## src/core/ima_defines.vh

```
/*
  Constants for the input module status, interrupt and alarm block.
  Assumes a 50 MHz module clock and a classic Wishbone slave port with word registers.
*/
// Function
// - Run and error indicators stay dark while backplane supply is absent.
// - Run indicator flashes at start-up until valid parameters are accepted, then steady.
// - Configured: run on, error flashes while any channel error is pending.
// - Power indicator lit while load supply is good, dark when missing.
// - Each channel indicator follows its input state, lit for one.
// - Diagnostic interrupt on load supply loss, wire break or parameter error.
// - Hardware interrupt on configured edges, and compare events in counting mode.
// - Each hardware interrupt supplies the triggering channel number.
// - Interrupt info starts with the two-byte structure identifier 0001.
// - Next comes one channel byte, 00 to 0F.
// - Then one event byte: 01 rising, 02 falling, 05 compare.
// - Every diagnostic event gives an alarm with error code, error indicator flashes; before a valid assignment the code flashes it for parameter errors only.
// - Wire break reports error code 06.
// - Unevaluable channel parameters report error code 10.
// - Missing load supply reports error code 11.
// - New hardware interrupt while one is unacknowledged is dropped, code 16 reported.
// - Interrupt-lost error stays latched until a new parameter assignment.
// - Load loss during pending wire break may briefly show wrong value status.
// - Compare interrupt fires on the rising edge of the compare status bit.
`ifndef IMA_DEFINES_VH
`define IMA_DEFINES_VH

`define IMA_ADR_CTRL      8'h00
`define IMA_ADR_PARAM     8'h04
`define IMA_ADR_HWINFO    8'h08
`define IMA_ADR_HWACK     8'h0c
`define IMA_ADR_DIAG      8'h10
`define IMA_ADR_DIAGACK   8'h14
`define IMA_ADR_STATUS    8'h18

`define IMA_CTRL_ASSIGN   0
`define IMA_CTRL_COUNT    1
`define IMA_CTRL_CMPEN    2
`define IMA_ACK_BIT       0

`define IMA_INFO_STRUCT_ID 16'h0001
`define IMA_EV_RISE       8'h01
`define IMA_EV_FALL       8'h02
`define IMA_EV_CMP        8'h05

`define IMA_ERR_NONE      8'h00
`define IMA_ERR_WIRE      8'h06
`define IMA_ERR_PARAM     8'h10
`define IMA_ERR_LOAD      8'h11
`define IMA_ERR_LOST      8'h16

`define IMA_CNT_CH_MASK   16'h0003
// Half blink period: 250 ms of the 50 MHz module clock, sized to the blink counter.
`define IMA_BLINK_HALF_CYC 24'hbebc20
`define IMA_BLINK_W       24

`endif

```

## src/core/ima_status_alarms.v

```verilog
/*
  Status indicators, hardware and diagnostic interrupts and alarm codes of a 16-channel input module.
  Assumes filtered channel levels, wire-break flags, compare status bits and supply-good levels
  arrive asynchronously on pins, and that software reaches the registers over classic Wishbone.
*/
// Added by the designer: the Wishbone register port and the register offsets.
`timescale 1ns/1ps
`include "ima_defines.vh"

module ima_status_alarms #(
  parameter [`IMA_BLINK_W-1:0] BLINK_HALF_CYC = `IMA_BLINK_HALF_CYC
) (
  input  wire        CLK,
  input  wire        SYS_RST,
  input  wire        WB_CYC_I,
  input  wire        WB_STB_I,
  input  wire        WB_WE_I,
  input  wire [7:0]  WB_ADR_I,
  input  wire [3:0]  WB_SEL_I,
  input  wire [31:0] WB_DAT_I,
  output reg  [31:0] WB_DAT_O,
  output reg         WB_ACK_O,
  input  wire        BP_SUPPLY_OK,
  input  wire        LOAD_SUPPLY_OK,
  input  wire [15:0] CH_IN,
  input  wire [15:0] WIRE_BREAK,
  input  wire [1:0]  COMPARE_STATUS_BIT,
  output reg         RUN_LED,
  output reg         ERR_LED,
  output reg         POWER_INDICATOR,
  output reg  [15:0] CHANNEL_INDICATOR,
  output reg         HW_IRQ,
  output reg         DIAG_IRQ
);

  localparam SYNC_W = 36;

  function [3:0] lowest_index;
    input [15:0] vec;
    integer i;
    begin
      lowest_index = 4'h0;
      for (i = 15; i >= 0; i = i - 1) begin
        if (vec[i]) begin
          lowest_index = i[3:0];
        end
      end
    end
  endfunction

  function [31:0] merge_bytes;
    input [31:0] old_val;
    input [31:0] new_val;
    input [3:0]  sel;
    integer b;
    begin
      merge_bytes = old_val;
      for (b = 0; b < 4; b = b + 1) begin
        if (sel[b]) begin
          merge_bytes[b*8 +: 8] = new_val[b*8 +: 8];
        end
      end
    end
  endfunction

  reg [SYNC_W-1:0]           meta_ff;
  reg [SYNC_W-1:0]           sync_ff;
  reg [SYNC_W-1:0]           prev_ff;
  reg [`IMA_BLINK_W-1:0]     blink_cnt_ff;
  reg                        blink_ff;
  reg [15:0]                 rise_stage_ff;
  reg [15:0]                 fall_stage_ff;
  reg                        count_stage_ff;
  reg                        cmpen_stage_ff;
  reg [15:0]                 rise_en_ff;
  reg [15:0]                 fall_en_ff;
  reg                        count_mode_ff;
  reg                        cmp_en_ff;
  reg                        configured_ff;
  reg                        param_err_ff;
  reg                        lost_ff;
  reg                        hw_pend_ff;
  reg [3:0]                  hw_chan_ff;
  reg [7:0]                  hw_code_ff;
  reg                        diag_pend_ff;
  reg [7:0]                  diag_code_ff;
  reg [3:0]                  diag_chan_ff;

  wire        bp_s;
  wire        load_s;
  wire [1:0]  cmp_s;
  wire [15:0] wb_s;
  wire [15:0] ch_s;
  wire        bp_p;
  wire        load_p;
  wire [1:0]  cmp_p;
  wire [15:0] wb_p;
  wire [15:0] ch_p;

  assign {bp_s, load_s, cmp_s, wb_s, ch_s} = sync_ff;
  assign {bp_p, load_p, cmp_p, wb_p, ch_p} = prev_ff;

  // Bus access: ack one cycle after the request, the write acts at the edge the master sees ack.
  wire       wb_req   = WB_CYC_I & WB_STB_I;
  wire       wb_fire  = wb_req & WB_ACK_O;
  wire       wb_wr    = wb_fire & WB_WE_I;
  wire [7:0] wb_adr   = {WB_ADR_I[7:2], 2'b00};
  wire [31:0] ctrl_wr = merge_bytes({29'h0, cmpen_stage_ff, count_stage_ff, 1'b0}, WB_DAT_I, WB_SEL_I);
  wire [31:0] prm_wr  = merge_bytes({fall_stage_ff, rise_stage_ff}, WB_DAT_I, WB_SEL_I);
  wire       wr_ctrl  = wb_wr & (wb_adr == `IMA_ADR_CTRL);
  wire       wr_param = wb_wr & (wb_adr == `IMA_ADR_PARAM);
  wire       assign_p = wr_ctrl & WB_SEL_I[0] & WB_DAT_I[`IMA_CTRL_ASSIGN];
  wire       hw_ack   = wb_wr & (wb_adr == `IMA_ADR_HWACK) & WB_SEL_I[0] & WB_DAT_I[`IMA_ACK_BIT];
  wire       diag_ack = wb_wr & (wb_adr == `IMA_ADR_DIAGACK) & WB_SEL_I[0] & WB_DAT_I[`IMA_ACK_BIT];

  // Channels taken by the counters cannot also carry edge interrupts, so that set is refused.
  wire new_cnt   = ctrl_wr[`IMA_CTRL_COUNT];
  wire new_bad   = new_cnt & (|((rise_stage_ff | fall_stage_ff) & `IMA_CNT_CH_MASK));
  wire param_bad = assign_p & new_bad;

  wire [15:0] ch_mask = count_mode_ff ? ~`IMA_CNT_CH_MASK : 16'hffff;
  wire [15:0] rise_ev = ch_s & ~ch_p & rise_en_ff & ch_mask & {16{configured_ff}};
  wire [15:0] fall_ev = ~ch_s & ch_p & fall_en_ff & ch_mask & {16{configured_ff}};
  wire [1:0]  cmp_ev  = cmp_s & ~cmp_p & {2{count_mode_ff & cmp_en_ff & configured_ff}};
  wire [15:0] edge_ev = rise_ev | fall_ev;
  wire [15:0] all_ev  = edge_ev | {14'h0, cmp_ev};
  wire        any_ev  = |all_ev;
  wire [3:0]  ev_chan = lowest_index(all_ev);
  wire [15:0] ev_less = all_ev - 16'h0001;
  wire        ev_more = (|(all_ev & ev_less)) | (|(edge_ev & {14'h0, cmp_ev}));
  wire [7:0]  ev_code = rise_ev[ev_chan] ? `IMA_EV_RISE :
                        (fall_ev[ev_chan] ? `IMA_EV_FALL : `IMA_EV_CMP);
  wire        drop_ev = any_ev & ((hw_pend_ff & ~hw_ack) | ev_more);

  wire        load_loss = ~load_s & load_p;
  wire [15:0] wb_new    = wb_s & ~wb_p;
  wire        lost_new  = drop_ev & ~lost_ff;
  wire        diag_ev   = param_bad | load_loss | (|wb_new) | lost_new;
  // A channel with a pending wire break reads 0 in value_ok whether or not load supply drops.
  wire [15:0] value_ok  = ~wb_s & {16{load_s}};
  wire        err_any   = (|wb_s) | ~load_s | param_err_ff | lost_ff;

  reg [31:0] rd_data;

  always @* begin
    case (wb_adr)
      `IMA_ADR_CTRL:    rd_data = {29'h0, cmpen_stage_ff, count_stage_ff, 1'b0};
      `IMA_ADR_PARAM:   rd_data = {fall_stage_ff, rise_stage_ff};
      `IMA_ADR_HWINFO:  rd_data = {`IMA_INFO_STRUCT_ID, 4'h0, hw_chan_ff, hw_code_ff};
      `IMA_ADR_DIAG:    rd_data = {12'h0, diag_chan_ff, diag_code_ff, 4'h0, |wb_s, ~load_s, param_err_ff, lost_ff};
      `IMA_ADR_STATUS:  rd_data = {value_ok, 11'h0, lost_ff, param_err_ff, diag_pend_ff, hw_pend_ff, configured_ff};
      default:          rd_data = 32'h0;
    endcase
  end

  always @(posedge CLK or posedge SYS_RST) begin
    if (SYS_RST) begin
      WB_ACK_O <= 1'b0;
      WB_DAT_O <= 32'h0;
    end else begin
      WB_ACK_O <= wb_req & ~WB_ACK_O;
      if (wb_req & ~WB_ACK_O) begin
        WB_DAT_O <= rd_data;
      end
    end
  end

  // Every pin passes two flip-flops; prev_ff keeps the last synchronised sample for edge detection.
  always @(posedge CLK or posedge SYS_RST) begin
    if (SYS_RST) begin
      meta_ff <= {SYNC_W{1'b0}};
      sync_ff <= {SYNC_W{1'b0}};
      prev_ff <= {SYNC_W{1'b0}};
    end else begin
      meta_ff <= {BP_SUPPLY_OK, LOAD_SUPPLY_OK, COMPARE_STATUS_BIT, WIRE_BREAK, CH_IN};
      sync_ff <= meta_ff;
      prev_ff <= sync_ff;
    end
  end

  // One shared blink source keeps all flashing indicators in phase.
  always @(posedge CLK or posedge SYS_RST) begin
    if (SYS_RST) begin
      blink_cnt_ff <= {`IMA_BLINK_W{1'b0}};
      blink_ff     <= 1'b0;
    end else if (blink_cnt_ff == BLINK_HALF_CYC - 1'b1) begin
      blink_cnt_ff <= {`IMA_BLINK_W{1'b0}};
      blink_ff     <= ~blink_ff;
    end else begin
      blink_cnt_ff <= blink_cnt_ff + 1'b1;
    end
  end

  // Writes only stage a set; the assign strobe commits it, so a half-written set never takes effect.
  always @(posedge CLK or posedge SYS_RST) begin
    if (SYS_RST) begin
      rise_stage_ff  <= 16'h0;
      fall_stage_ff  <= 16'h0;
      count_stage_ff <= 1'b0;
      cmpen_stage_ff <= 1'b0;
      rise_en_ff     <= 16'h0;
      fall_en_ff     <= 16'h0;
      count_mode_ff  <= 1'b0;
      cmp_en_ff      <= 1'b0;
      configured_ff  <= 1'b0;
      param_err_ff   <= 1'b0;
    end else begin
      if (wr_param) begin
        rise_stage_ff <= prm_wr[15:0];
        fall_stage_ff <= prm_wr[31:16];
      end
      if (wr_ctrl) begin
        count_stage_ff <= ctrl_wr[`IMA_CTRL_COUNT];
        cmpen_stage_ff <= ctrl_wr[`IMA_CTRL_CMPEN];
      end
      if (~bp_s) begin
        configured_ff <= 1'b0;
      end else if (assign_p) begin
        configured_ff <= ~new_bad;
        param_err_ff  <= new_bad;
        if (~new_bad) begin
          rise_en_ff    <= rise_stage_ff;
          fall_en_ff    <= fall_stage_ff;
          count_mode_ff <= new_cnt;
          cmp_en_ff     <= ctrl_wr[`IMA_CTRL_CMPEN];
        end
      end
    end
  end

  // Hardware interrupt: one capture held until acknowledged; an ack and a new event in one cycle keep the event.
  always @(posedge CLK or posedge SYS_RST) begin
    if (SYS_RST) begin
      hw_pend_ff <= 1'b0;
      hw_chan_ff <= 4'h0;
      hw_code_ff <= `IMA_ERR_NONE;
      lost_ff    <= 1'b0;
    end else begin
      if (any_ev & (~hw_pend_ff | hw_ack)) begin
        hw_pend_ff <= 1'b1;
        hw_chan_ff <= ev_chan;
        hw_code_ff <= ev_code;
      end else if (hw_ack) begin
        hw_pend_ff <= 1'b0;
      end
      if (drop_ev) begin
        lost_ff <= 1'b1;
      end else if (assign_p) begin
        lost_ff <= 1'b0;
      end
    end
  end

  always @(posedge CLK or posedge SYS_RST) begin
    if (SYS_RST) begin
      diag_pend_ff <= 1'b0;
      diag_code_ff <= `IMA_ERR_NONE;
      diag_chan_ff <= 4'h0;
    end else begin
      if (diag_ev) begin
        diag_pend_ff <= 1'b1;
        if (param_bad) begin
          diag_code_ff <= `IMA_ERR_PARAM;
          diag_chan_ff <= 4'h0;
        end else if (load_loss) begin
          diag_code_ff <= `IMA_ERR_LOAD;
          diag_chan_ff <= 4'h0;
        end else if (|wb_new) begin
          diag_code_ff <= `IMA_ERR_WIRE;
          diag_chan_ff <= lowest_index(wb_new);
        end else begin
          diag_code_ff <= `IMA_ERR_LOST;
          diag_chan_ff <= ev_chan;
        end
      end else if (diag_ack) begin
        diag_pend_ff <= 1'b0;
      end
    end
  end

  always @(posedge CLK or posedge SYS_RST) begin
    if (SYS_RST) begin
      RUN_LED           <= 1'b0;
      ERR_LED           <= 1'b0;
      POWER_INDICATOR   <= 1'b0;
      CHANNEL_INDICATOR <= 16'h0;
      HW_IRQ            <= 1'b0;
      DIAG_IRQ          <= 1'b0;
    end else begin
      if (~bp_s) begin
        RUN_LED <= 1'b0;
        ERR_LED <= 1'b0;
      end else if (~configured_ff) begin
        // A refused assignment is a diagnostic event, so the error light flashes with the run light.
        RUN_LED <= blink_ff;
        ERR_LED <= param_err_ff & blink_ff;
      end else begin
        RUN_LED <= 1'b1;
        ERR_LED <= err_any & blink_ff;
      end
      POWER_INDICATOR   <= load_s;
      CHANNEL_INDICATOR <= ch_s;
      HW_IRQ            <= hw_pend_ff;
      DIAG_IRQ          <= diag_pend_ff;
    end
  end

endmodule // ima_status_alarms
```

## config.mk

```make
export PLATFORM = sky130hd
export DESIGN_NAME = ima_status_alarms
export DESIGN_NICKNAME = d
export VERILOG_FILES = /design/src/core/ima_status_alarms.v
export VERILOG_INCLUDE_DIRS = /design/src /design/src/core
export SDC_FILE = /design/constraint.sdc
export NUM_CORES = 1
export LEC_CHECK = 0
export ABC_AREA = 1
export BUFFER_PORTS_ARGS = -buffer_cell sky130_fd_sc_hd__buf_2
export CAP_MARGIN = 20
export CORE_ASPECT_RATIO = 1.1
export CORE_MARGIN = 3
export CORE_UTILIZATION = 60
export CTS_BUF_LIST = sky130_fd_sc_hd__clkbuf_4
export CTS_CLUSTER_DIAMETER = 40
export DETAILED_ROUTE_END_ITERATION = 6
export GPL_ROUTABILITY_DRIVEN = 0
export PLACE_DENSITY = 0.94
export SLEW_MARGIN = 10
export SYNTH_ARGS = -nofsm -noshare
export SYNTH_HDL_FRONTEND = slang
export SYNTH_SLANG_ARGS = --single-unit
```

## constraint.sdc

```tcl
create_clock -name CLK -period 14.7 [get_ports CLK]
set_input_delay 2.94 -clock CLK [delete_from_list [all_inputs] [get_ports CLK]]
set_output_delay 2.94 -clock CLK [all_outputs]
set_load 0.005 [all_outputs]
```

### Yosys cells after proc, flatten, opt, wreduce, memory -nomap -nowiden

Cells that the tools add are included.

| operators by class | value |
|---|---|
| bitwise gates (word level) | 63 |
| shifts and indexed selects | 0 |
| div/mod/pow operators | 0 |
| multiplexer cells | 60 |
| $mul | 0 |
| reductions and logical operators | 16 |
| equal/unequal tests | 8 |
| $lt $le $gt $ge | 1 |
| add/sub/neg operators | 2 |

Operator list:

| kind | count |
|---|---|
| 16-bit AND | 11 |
| 32-bit one-hot mux with 5 select lines | 1 |
| 4-bit two-way mux | 35 |
| 16-bit OR reduction | 5 |
| 16-bit NOT | 4 |
| 1-bit AND | 25 |
| 24-bit by 1-bit adder with 24-bit output, second input constant | 1 |
| 24-bit == test, second input constant | 1 |
| 24-bit two-way mux | 1 |
| 6-bit by 3-bit == test with 1-bit output, second input constant | 3 |
| 16-bit by 2-bit AND with 16-bit output | 1 |
| 16-bit bitwise OR | 1 |
| 16-bit by 2-bit bitwise OR with 16-bit output | 1 |
| 16-bit by 1-bit subtractor with 16-bit output, second input constant | 1 |
| 5-bit two-way mux | 3 |
| 1-bit two-way mux | 14 |
| 6-bit by 2-bit == test with 1-bit output, second input constant | 2 |
| 2-bit AND reduction | 5 |
| 3-bit two-way mux | 3 |
| 1-bit bitwise OR | 9 |
| 1-bit binary-select mux with 4-bit select | 2 |
| 8-bit zero test | 1 |
| 1-bit NOT | 7 |
| 6-bit by 1-bit == test with 1-bit output, second input constant | 1 |
| 9 further kinds | 12 |

| word-level totals | value |
|---|---|
| ROM bits | 0 |
| register bits after elaboration | 283 |
| memories | 0 |
| input port bits | 85 |
| logic and storage cells | 182 |
| latch bits | 0 |
| memory bits (writable) | 0 |
| output and inout port bits | 54 |

### Logic depth before layout (Yosys ltp)

Gate-level depths: netlist of run 1.

| logic depth | value |
|---|---|
| word-level depth | 27 |
| depth in mapped cells | 26 |
| mapped depth without buffers | 25 |

### Worst setup path before layout of run 1

No wires, ideal clock.

| timing path | value |
|---|---|
| kind | input -> register |
| from | in WB_ADR_I[7] |
| to | reg fall_stage_ff[0] |
| setup time | 0.133 ns |
| arrival time | 4.520 ns |
| required time | 14.567 ns |
| stages on the path | 11 |
| buffers on the path | 1 |
| slack | 10.047 ns |
| cell sequence | nor2_1 -> inv_1 -> nor3_1 -> inv_1 -> nor2_1 -> inv_1 -> nor2_1 -> nand2_1 -> clkbuf_1 -> nor2_1 -> a21oi_1 |

| on the way | value |
|---|---|
| longest elaborated chain between the ends | 3 |

Ends and longest elaborated chain:

| element | line | text |
|---|---|---|
| start: declaration | ima_status_alarms.v:18 | `input wire [7:0] WB_ADR_I,` |
| 6-bit by 1-bit == test with 1-bit output | - |  |
| 1-bit AND | ima_status_alarms.v:111 | `` wire wr_param = wb_wr & (wb_adr == `IMA_ADR_PARAM); `` |
| 2-bit AND reduction (no line) | - |  |
| end signal: assignment | ima_status_alarms.v:210 | `fall_stage_ff <= prm_wr[31:16];` |
| end: declaration | ima_status_alarms.v:72 | `reg [15:0] fall_stage_ff;` |

Every way passes these cells.
A chain may end at the register's enable or synchronous reset.

### Final worst setup path of run 1

| timing path | value |
|---|---|
| from | in WB_ADR_I[7] |
| to | reg fall_en_ff[13] |

| on the way | value |
|---|---|
| longest elaborated chain between the ends | 5 |

Ends and longest elaborated chain:

| element | line | text |
|---|---|---|
| 8-bit zero test | - |  |
| 1-bit AND | ima_status_alarms.v:110 | `` wire wr_ctrl = wb_wr & (wb_adr == `IMA_ADR_CTRL); `` |
| 1-bit AND (2 in series) | ima_status_alarms.v:112 | `` wire assign_p = wr_ctrl & WB_SEL_I[0] & WB_DAT_I[`IMA_CTRL_ASSIGN]; `` |
| 3-bit AND reduction (no line) | - |  |
| end signal: assignment | ima_status_alarms.v:223 | `fall_en_ff <= fall_stage_ff;` |
| end: declaration | ima_status_alarms.v:76 | `reg [15:0] fall_en_ff;` |

Every way passes these cells.

==> impl_summary.md, run 1 <==
Status
The run finished with clean final reports.

Setup path
The nature of the critical path startpoint is an input port. Along the worst path, the maximum fanout reaches 46. In this run the worst setup path terminates at fall_en_ff[13]$_DFFE_PP0P_.

The reg-to-reg startpoint is configured_ff$_DFFE_PP0P_. The launching element of the worst setup path is WB_ADR_I[7]. STA classifies the critical path endpoint as a register.

STA puts the critical path data required time at 15.25 ns. The reg-to-reg setup timing slack is 11.51 ns. The number of cells traversed by the worst register-to-register path is 17. The worst reg2reg path endpoint is hw_code_ff[0]$_DFFE_PP0P_. The critical path in this run is classified as in2reg.

The data arrival time of the critical path is 5.49 ns.

Timing
The final-report max-slew violation count is 0. Setup repair after global routing left no endpoint under its margin. The smallest clock period supported by the final layout is computed as 4.940 ns.

Setup violations remaining at the end of the flow were counted as 0. In the final timing run, aggregate negative setup slack is 0 ns. Setup slack on the critical path of the routed design comes to 9.760 ns. Timing would allow up to 202.4 MHz. The worst-case clock skew is 0.06294 ns.

For the pin with the worst max-slew slack, the measured transition is 0.9139 ns. Measured against its own limit, the worst slew margin works out to 39.07%. The total count of hold-check failures in the final report is 0. After layout, the worst path uses 33.61% of the clock period.

Clock tree
The number of setup buffers added after CTS is 0. Hold repair after CTS inserted 0 buffers. The buffer levels on the longest clock path is 3. The number of buffers added by the clock tree synthesis step is 60. The number of sinks on the clock net is 256.

The post-cts sizing count is 0. The number of H-tree levels is 2. The clock tree from TritonCTS is done. The clock insertion delay at the later pin of the skew report is 0.70 ns.

The clock-pin slew on the worst setup and hold paths is 0.07 ns. CTS placed an instance of sky130_fd_sc_hd__clkbuf_4 at the clock tree root.

Yosys
Each instance of the synthesized netlist takes up on average 9.167 um^2. The sequential share of the synthesized area is 60.35%. The area fraction in and, or, nand and nor cells after synthesis is 20.86%.

Among all flip-flop cells after synthesis, the most frequent one is sky130_fd_sc_hd__dfrtp_1. In the synthesized netlist, mux cells make up 0.09430% of the area. The synthesized-area fraction occupied by ao, oa, aoi and oai cells is 9.665%. The number of enable flip-flop cells after synthesis is 0. The fraction of synthesized cell area taken by the top area cell type is 60.35%. By area, the combinational part of the netlist is dominated by simple AND/OR/NAND/NOR gates. The largest total area in the synthesized netlist belongs to sky130_fd_sc_hd__dfrtp_1. The synthesized design contains 256 register bits.

After synthesis the cells add up to 10620 um^2. The yosys synthesis warning count is 0. After synthesis, the cell types taking the most area are sky130_fd_sc_hd__dfrtp_1 60%, sky130_fd_sc_hd__nand2_1 8.3%, sky130_fd_sc_hd__inv_1 5.9%, sky130_fd_sc_hd__nor2_1 4.0%, sky130_fd_sc_hd__o21ai_0 3.5%. Of all flip-flops after synthesis, the portion carrying an async set or reset was 100.0%.

The xor/xnor share of the synthesized area is 0.4125%. The synthesized netlist devotes 0.1179% of its cell area to adder and majority cells. Synthesis produced a netlist with a net count of 1244. Counting distinct cell types in the post-synthesis netlist gives 48. The post-synthesis cell count is 1158.

Routing
The number of vias in the routed layout is 9231. Summed over all layers, the routed wires come to 27.60 mm. The number of iterations in the first detailed-routing pass is 7.

The initial detailed-routing violation count is 1129. The final routed wire length divided by cell count is 17.21 um. In the routed layout, each cell is associated on average with a via count of 5.755. In the detailed route, the total length drawn on met2 is 13.01 mm. The wire length the detailed router placed on met1 is 10.15 mm. Detailed routing placed a total of 2.787 mm of wire on met3. The detail route stage leaves a number of antenna-violating nets equal to 0. Signal routing reaches up to met4.

In the routed design, unresolved DRC markers number 0.

Final layout
The library cell used most frequently in the layout, excluding fill and tap cells, is sky130_fd_sc_hd__dfrtp_1. After filler insertion, the fill cell instance count of the layout stands at 1157. In the layout the commonest cells are 256 x sky130_fd_sc_hd__dfrtp_1, 235 x sky130_fd_sc_hd__nand2_1, 166 x sky130_fd_sc_hd__inv_1, 136 x sky130_fd_sc_hd__buf_2, 112 x sky130_fd_sc_hd__nor2_1. From synthesis to final layout, the design area changed by 14.76%. For this run, the post-layout net count is 1412. Of the cells placed in the final design, the portion with a size suffix greater than 1 is 19.82%.

Global routing
The first global-routing pass estimated 45.02 mm of wire. The maximum number of pins on one net before global-route repair is 124. Global routing finished with a remaining overflow of 0. Global routing used 28.78% of the available tracks.

The number of antenna violations at the first check in global routing is 3. The number of global-route vias before repair was 9181.

Placement
After legalization and detailed placement, the total HPWL measured 19.26 mm. Input and output buffers added on the ports amount to 136. The pre-CTS setup slack is 9.329 ns.

Floorplan
The width of the die is 132.8 um. The number of ports placed on the die boundary is 139. Measured along the y axis, the die boundary spans 145.5 um. The initial utilization of the core area, before any placement, comes to 61.70%. In this run the core area contains 50 standard-cell rows. The floorplan step defined a die boundary enclosing 19330 um^2. After floorplanning, the core was sized to cover 17200 um^2.

Flow run
Max-cap violations in this run came to 0.

Min path
The tightest min-delay check is of the reg2reg type. In this run the most critical hold path is launched from meta_ff[22]$_DFF_PP0_.

Pwr
After layout, the design draws a total of 1346 uW. The power density over cell area is 110.5 nW/um^2. The maximum ir drop on the vdd rail is 0.07605 mV. The static leakage power is 0.006336 uW.
==> power by group <==
group	internal [uW]	switching, uW
Combinational	18.5	36.7
Clock	279	276
Sequential	723	12.0
Total	1020	324
==> kinds of logic after synthesis <==
family | count (synthesis)
xor+xnor | 5
buf+inv | 217
compound gates | 179
flops | 256
simple gates | 499
fa+ha+maj | 1
mux | 1
==> area by class of cell <==
class / instances / area, um^2 / area share (%)
Sequential cell: 256 / 6406 / 52.59
Multi-Input combinational cell: 685 / 3312 / 27.19
Clock buffer: 84 / 630.6 / 5.177
Timing Repair Buffer: 144 / 753.2 / 6.183
Antenna cell: 3 / 7.507 / 0.06163
Clock inverter: 19 / 100.1 / 0.8217
Inverter: 179 / 679.4 / 5.577
Tap cell: 234 / 292.8 / 2.403
==> flip-flops by register name (all words and copies together), names as in the netlist, 3 cells and up <==
name and cells:
hw_code_ff 3, WB_DAT_O 32, rise_en_ff 16, hw_chan_ff 4, diag_code_ff 3, prev_ff 19, blink_cnt_ff 24, sync_ff 36
fall_en_ff 16, meta_ff 36, rise_stage_ff 16, fall_stage_ff 16, CHANNEL_INDICATOR 15, diag_chan_ff 4
==> layer usage <==
| metal | vias to the layer above | track usage, % |
|---|---|---|
| li1 | 4107 | - |
| met1 | 4332 | 36.32 |
| met2 | 641 | 45.96 |
| met3 | 151 | 7.123 |
| met4 | 0 | 15.70 |
| met5 | - | 0 |
==> synth_stat cells, types with 5 or more instances <==
master / n
sky130_fd_sc_hd__nor2_1: 112
sky130_fd_sc_hd__inv_2: 10
sky130_fd_sc_hd__o21ai_1: 10
sky130_fd_sc_hd__nor2_2: 9
sky130_fd_sc_hd__o221ai_1: 8
sky130_fd_sc_hd__a21oi_1: 50
sky130_fd_sc_hd__nor4_1: 12
sky130_fd_sc_hd__o311ai_0: 5
sky130_fd_sc_hd__dfrtp_1: 256
sky130_fd_sc_hd__o22ai_1: 6
sky130_fd_sc_hd__nand4_1: 24
sky130_fd_sc_hd__xor2_1: 5
sky130_fd_sc_hd__o21ai_0: 74
sky130_fd_sc_hd__clkbuf_1: 17
sky130_fd_sc_hd__buf_4: 17
sky130_fd_sc_hd__nor3_1: 31
sky130_fd_sc_hd__nor3_2: 5
sky130_fd_sc_hd__a221oi_1: 7
sky130_fd_sc_hd__inv_1: 167
sky130_fd_sc_hd__nand2_2: 5
sky130_fd_sc_hd__nand3_1: 50
sky130_fd_sc_hd__nand2_1: 235
==> through the flow <==
step	utilization (%)	cell area, um^2	cells	hold WS [ns]
after floorplan	-	10620	1158	0.3312
after global placement	66.40	11420	1497	0.3316
after detailed placement	66.52	11440	1498	0.3347
after CTS	70.76	12170	1601	0.3416
after global routing	70.81	12180	1604	0.3511
final	70.81	12180	1604	0.3404
==> how the worst min path moves through the flow <==
stage / to / slack, ns / cells after the start
floorplan: sync_ff[0]$_DFF_PP0_ / 0.33 / 0
global placement: sync_ff[25]$_DFF_PP0_ / 0.33 / 0
detailed placement: sync_ff[14]$_DFF_PP0_ / 0.33 / 0
CTS: sync_ff[14]$_DFF_PP0_ / 0.34 / 0
global route: sync_ff[29]$_DFF_PP0_ / 0.35 / 0
finish: sync_ff[22]$_DFF_PP0_ / 0.34 / 0
==> worst max-delay path, cell delays in order <==
cell	delay, ns
sky130_fd_sc_hd__buf_2	0.09
sky130_fd_sc_hd__nor2_1	0.13
sky130_fd_sc_hd__inv_1	0.05
sky130_fd_sc_hd__nor3_1	0.41
sky130_fd_sc_hd__inv_1	0.15
sky130_fd_sc_hd__nor2_1	0.15
sky130_fd_sc_hd__inv_1	0.08
sky130_fd_sc_hd__nor2_1	0.29
sky130_fd_sc_hd__nand3_2	0.46
sky130_fd_sc_hd__buf_12	0.34
sky130_fd_sc_hd__o21ai_0	0.37
Note: power is estimated with default switching activity, not from simulation.
==> inputs of run 2 (changes only) <==
Clock period 14.7 ns to 4.87 ns, I/O delays scaled along.
==> impl_summary.md, run 2 (same netlist as run 1, synthesis figures left out) <==
Setup path
The critical path is of the reg2reg type. By instance count, the cell type seen most on the critical path is sky130_fd_sc_hd__nand2_1. The critical path goes through buf_4 -> nand2_1 -> nor3_1 -> nor2_1 -> inv_2 -> nor3_1 -> nand2_1 -> nand2_1 -> nand2_1 -> nand2_1 -> nand2_4 -> nand2_2 -> inv_1 -> nand2_1 -> nand3_1 -> nand3_1 -> nand2_1 -> nand2_1 -> nand2_1 -> nand2_1.

Data on the critical path is required at its endpoint by 5.47 ns. The critical path endpoint category is a register. The nature of the critical path startpoint is a register.

The worst-path maximum fanout is 18. The family with the most delay on the worst path is simple AND/OR/NAND/NOR gates. On the worst path, the slowest cell contributes a delay of 0.73 ns. The largest individual stage delay along the critical path comes from the cell sky130_fd_sc_hd__dfrtp_1. Counting both buffers and inverters, the worst setup path holds a total of 3. At the worst endpoint, the arrival time is 3.82 ns.

Floorplan
For this configuration, the core starts out at a cell density of 61.70%. During I/O placement, the number of pins put on the boundary was 139. The number of rows created at floorplan is 50. The die height is 145.5 um.

The total area inside the core boundary comes to 17200 um^2. The die is 132.8 um wide. The area enclosed by the die boundary is 19330 um^2.

Timing
The maximum clock frequency is 311.0 MHz. The final-report max-slew violation count is 0. The total count of hold-check failures in the final report is 0. The setup violation total in the final timing report is 0.

The worst-case headroom to the max-slew limit is 37.14%. For the final routed database, the setup TNS stands at 0 ns. The transition at the pin with the smallest max-transition slack is 0.9430 ns.

The post-route fraction of the period consumed by the critical path is 66.02%. The worst-case clock skew is 0.05508 ns. The worst path in the final design needs a cycle of 3.215 ns, including I/O delays and setup. Setup repair after global routing left no endpoint under its margin.

Pwr
Summed over all nets, the switching power comes to 961.8 uW. The net switching fraction of the power is 23.86%. The analysis attributes to cell leakage a power of 0.006348 uW. The share of total power dissipated in sequential elements is 55.1%. Combinational logic is responsible for 4.1% of the overall power. Summing internal, switching and leakage power gives 4032 uW. The clock network power share is 40.8%. The internal portion of the total power is 3070 uW.

The power density over cell area is 330.6 nW/um^2. The maximum ir drop on the vdd rail is 0.2302 mV.

Routing
In the routed design, unresolved DRC markers number 5. The number of routed nets with antenna violations is 0. The number of vias in the routed layout is 9037. The final layout contains routed wiring with a total length of 26.80 mm.

The final routed wire length divided by cell count is 16.68 um. The number of iterations in the first detailed-routing pass is 7. In the routed layout, each cell is associated on average with a via count of 5.624. The initial detailed-routing violation count is 1038.

Final layout
The most common library cell in the layout ignoring fill and taps is sky130_fd_sc_hd__dfrtp_1. The largest registers in the layout are meta_ff x36, sync_ff x36, WB_DAT_O x32. The share of post-route cells with drive strength above 1 is 20.26%. For this run, the share of the core covered by cells in the final layout is 70.89%. The area growth from synthesis to layout is 14.90%. The final net count is 1414. Leaving out fill and tap cells, the most frequent cells in the layout are 256 x sky130_fd_sc_hd__dfrtp_1, 235 x sky130_fd_sc_hd__nand2_1, 166 x sky130_fd_sc_hd__inv_1, 136 x sky130_fd_sc_hd__buf_2, 112 x sky130_fd_sc_hd__nor2_1. The final cell area excluding filler cells is 12200 um^2.

Global routing
The number of antenna violations at the first check in global routing is 1. The number of global-route vias before repair is 9051. The wire length of the first global-routing pass is 43.23 mm. The global-route usage over all layers is 27.85%.

The residual overflow from global routing is 0. Entering global routing, the biggest net connects 178 pins.

Min path
The min-delay analysis places its worst path in the category in2async.

Clock tree
TritonCTS built the clock tree. CTS saw 256 sinks. The cell sitting at the root of the clock tree is a sky130_fd_sc_hd__clkbuf_4. The number of setup buffers added after CTS is 0. The number of buffers added by the clock tree synthesis step is 60.

The post-cts sizing count is 0. The clock insertion delay at the later pin of the skew report is 0.71 ns. The number of hold buffers added after CTS is 0. No sink is reached through more buffers than the 3 on the longest clock path. The number of H-tree levels is 2.

Clock-pin slew was measured on the worst setup and hold paths at 0.08 ns.

Placement
The number of input and output port buffers inserted is 136. In this run the cell area measured after placement is 11450 um^2. The wire-length estimate of the detail-placed layout is 18.94 mm.

Status
The final reports fail on design-rule violations. The flow ran to the end, but the final reports show violations.

Flow run
Max-cap violations in this run came to 0.
[run 2: power groups by stage]
stage | logic, uW | clock network, uW | registers, uW
after detailed placement | 165 | 0 | 2260
after global placement | 159 | 0 | 2260
after floorplan | 93.9 | 0 | 2250
after global routing | 187 | 1790 | 2230
after CTS | 167 | 1680 | 2220
final | 166 | 1640 | 2220
[run 2: cell type report]
class                           count  area [um^2]
Clock buffer                       88        660.6
Sequential cell                   256         6406
Fill cell                        1204         5007
Timing Repair Buffer              146        768.2
Tap cell                          234        292.8
Inverter                          179        675.6
Antenna cell                        1        2.502
Multi-Input combinational cell    685         3312
Clock inverter                     18        78.83
[run 2: per-stage QoR]
step / setup slack, ns / hold WS, ns / cells
6_report: 1.655 / 0.2532 / 1607
5_1_grt: 1.402 / 0.2286 / 1607
4_1_cts: 1.745 / 0.2152 / 1606
3_3_place_gp: 1.535 / 0.3318 / 1500
3_5_place_dp: 1.366 / 0.3347 / 1500
2_1_floorplan: 0.5244 / 0.3312 / 1158
[run 2: final timing paths]
kind	from	to	slack, ns	cells after the start
worst max-delay path	configured_ff$_DFFE_PP0P_	hw_code_ff[2]$_DFFE_PP0P_	1.66	20
worst min-delay path	SYS_RST	fall_stage_ff[8]$_DFFE_PP0P_	0.25	2
worst max register to register	configured_ff$_DFFE_PP0P_	hw_code_ff[2]$_DFFE_PP0P_	1.66	20
worst min register to register	meta_ff[3]$_DFF_PP0_	sync_ff[3]$_DFF_PP0_	0.35	0
max in group asynchronous	SYS_RST	meta_ff[4]$_DFF_PP0_	3.35	3
min in group CLK	meta_ff[3]$_DFF_PP0_	sync_ff[3]$_DFF_PP0_	0.35	0
[run 2: routing by layer]
| metal | vias to the layer above | track usage [%] | share of wire [%] |
|---|---|---|---|
| li1 | 4112 | - | - |
| met4 | 0 | 14.66 | 5.2 |
| met2 | 580 | 45.58 | 48 |
| met5 | - | 0 | 0 |
| met3 | 124 | 6.604 | 10 |
| met1 | 4221 | 34.59 | 36 |
==> inputs of run 3 (changes only) <==
Clock period 4.87 ns to 3.15 ns, I/O delays scaled along.
==> impl_summary.md, run 3 (same netlist as run 1, synthesis figures left out) <==
Floorplan
The initialized floorplan defines 50 standard-cell rows. The core region area is 17200 um^2. The width of the die is 132.8 um. The die height is 145.5 um. The starting utilization of the core area is 61.70%.

The floorplan step defined a die boundary enclosing 19330 um^2. The number of ports placed on the die boundary is 139.

Min path
The startpoint of the worst hold path is CH_IN[4]. The worst hold-check path type is in2reg. The number of cells on the worst hold path is 1.

Routing
Summed over all layers, the routed wires come to 28.79 mm. Summing over every cut layer, the via total after detailed routing is 9346. The remaining routing DRC violations is 1. The initial detailed-routing violation count is 1149. The final routed wire length divided by cell count is 17.78 um. In the final routing, the length of wire on met1 measures 10.57 mm.

The first detailed-routing pass ran for 7 iterations. After detailed routing, the number of vias per cell comes to 5.773. The highest routed metal layer is met5. The number of routed nets with antenna violations is 0.

The amount of wire on met3 after detailed routing is 2.862 mm. Detailed routing placed a total of 13.36 mm of wire on met2.

Timing
At the pin with the least slew margin, the transition time is 0.6435 ns. The worst-case clock skew is 0.04846 ns. For this run, the top clock speed supported by timing is 332.8 MHz. The post-route fraction of the period consumed by the critical path is 95.39%. The post-route setup TNS is 0 ns. The total count of hold-check failures in the final report is 0. The post-route minimum period is 3.005 ns.

The final-report max-slew violation count is 0. The setup violation total in the final timing report is 0. Headroom to the max-slew limit came out at 56.94%.

Clock tree
TritonCTS created 67 clock buffers. The number of H-tree levels is 3. The number of sinks on the clock net is 256.

The clock passes through at most 3 buffers. The later pin in the worst-skew pair is clocked with a latency of 0.69 ns. The clock tree from TritonCTS is done. The clock tree root driver cell is sky130_fd_sc_hd__clkbuf_4. Once the clock tree was built, the setup fixing pass inserted 0 buffers. After clock tree synthesis, the clock-pin slew on the worst setup and hold paths is 0.07 ns.

Setup path
The critical path endpoint category is a register. Traced cell by cell, the critical path runs through buf_4 -> nand3_1 -> inv_1 -> nand3b_1 -> nand3_1 -> inv_2 -> nand2_2 -> nor2_4 -> nand2_1 -> nor2_1 -> nand2_1 -> nor2_1 -> nor2_2 -> inv_2 -> nor2_1 -> nand3_1 -> nand2_1 -> nand2_1 -> nand2_1. The standard cell with the maximum stage delay on the critical path is sky130_fd_sc_hd__dfrtp_2.

The peak per-stage delay on the critical path is 0.53 ns. The nature of the critical path startpoint is a register. The required time of the critical path is 3.72 ns. The launching element of the worst setup path is configured_ff$_DFFE_PP0P_. Data arrives at the worst endpoint at 3.57 ns. The worst-path maximum fanout is 17. Counting stages on the worst path, the most repeated cell is sky130_fd_sc_hd__nand2_1.

The number of cells traversed by the worst register-to-register path is 19. The critical path is of the reg2reg type. The reg-to-reg startpoint is configured_ff$_DFFE_PP0P_.

Final layout
The most common library cell in the layout ignoring fill and taps is sky130_fd_sc_hd__dfrtp_1. The non-filler instance count after layout is 1619. Compared with the post-synthesis result, the final layout area differs by 16.83%. In the final layout, the registers with the most flip-flops are meta_ff x36, sync_ff x36, WB_DAT_O x32. The combined area of the multi-input logic cells is 3326 um^2. Cells with a size suffix above 1 make up 21.13% of the layout. The final net count is 1428. Counting the fill cells in the layout gives 1117.

Summing all flip-flop and latch instances after layout gives 6407 um^2. In the layout the commonest cells are 255 x sky130_fd_sc_hd__dfrtp_1, 234 x sky130_fd_sc_hd__nand2_1, 166 x sky130_fd_sc_hd__inv_1, 136 x sky130_fd_sc_hd__buf_2, 110 x sky130_fd_sc_hd__nor2_1. For this run, the share of the core covered by cells in the final layout is 72.09%.

Global routing
The first global-routing pass estimated 46.42 mm of wire. Global routing consumed, over all layers together, 30.22% of the routing resources. The number of antenna violations at the first check in global routing was 4. Entering global routing, the biggest net connects 92 pins. Global routing finished with a remaining overflow of 0. The number of global-route vias before repair is 9424.

Placement
The detailed placement HPWL is 19.46 mm. The number of input and output port buffers inserted is 136. The total placed cells including tap cells is 1506.

Pwr
The relative contribution of combinational cells to total power is 4.0%. Net switching is 23.79% of the power. The power density over cell area is 529.7 nW/um^2. The post-route total power is 6569 uW.

The internal power of the cells is 5006 uW. The power spent charging and discharging nets is 1563 uW. Of the total power, registers draw 52.3%.

The clock network power share is 43.7%. The maximum ir drop on the vdd rail is 0.3770 mV. The static leakage power is 0.006437 uW.

Flow run
Across the run, the number of max-cap violations was 0.

Status
The final reports fail on design-rule violations. The run finished, with violations left.
==> run 3: repair_timing <==
item,4_1_cts,5_1_grt
hold endpoints to repair,12,0
hold buffers,1,0
resized for setup,0,5
setup endpoints to repair,0,11
==> run 3: worst max-delay path, delay by kind of cell, from the launching register on <==
| kind | cells | cell delay, ns |
|---|---|---|
| flops | 1 | 0.53 |
| simple gates | 15 | 1.64 |
| buf+inv | 4 | 0.70 |
==> run 3: cell type report <==
cell class | count | area share (%)
Antenna cell | 3 | 0.06053
Clock buffer | 87 | 5.266
Clock inverter | 22 | 1.382
Inverter | 179 | 5.448
Multi-Input combinational cell | 685 | 26.82
Sequential cell | 256 | 51.66
Tap cell | 234 | 2.361
Timing Repair Buffer | 153 | 7.002
==> run 3: worst paths after layout <==
kind	slack (ns)	end
hold reg to reg	0.33	sync_ff[0]$_DFF_PP0_
min in group asynchronous	0.49	WB_DAT_O[31]$_DFFE_PP0P_
setup reg to reg	0.15	hw_code_ff[2]$_DFFE_PP0P_
hold / removal	0.05	meta_ff[4]$_DFF_PP0_
setup / recovery	0.15	hw_code_ff[2]$_DFFE_PP0P_
max in group asynchronous	1.86	blink_cnt_ff[19]$_DFF_PP0_
==> run 3: per-stage QoR <==
stage	cell area, um^2	hold slack (ns)	worst slack, ns
global route	12400	0.01558	-0.01163
detailed placement	11540	0.3347	0.2105
global placement	11520	0.3317	0.3241
floorplan	10620	0.3312	-0.8516
finish	12400	0.04986	0.1453
CTS	12380	0.01622	0.1342
==> run 3: power by group through the flow <==
stage               Combinational, uW  Clock (uW)  Sequential, uW
floorplan                         145           0            3480
global placement                  249           0            3490
detailed placement                262           0            3490
CTS                               267        2910            3430
global route                      300        3090            3440
finish                            266        2870            3440
==> run 3: per-layer routing <==
metal | track usage (%) | vias to the layer above
met5 | 0 | -
met3 | 7.261 | 166
met1 | 37.74 | 4380
li1 | - | 4154
met2 | 47.10 | 644
met4 | 20.06 | 2
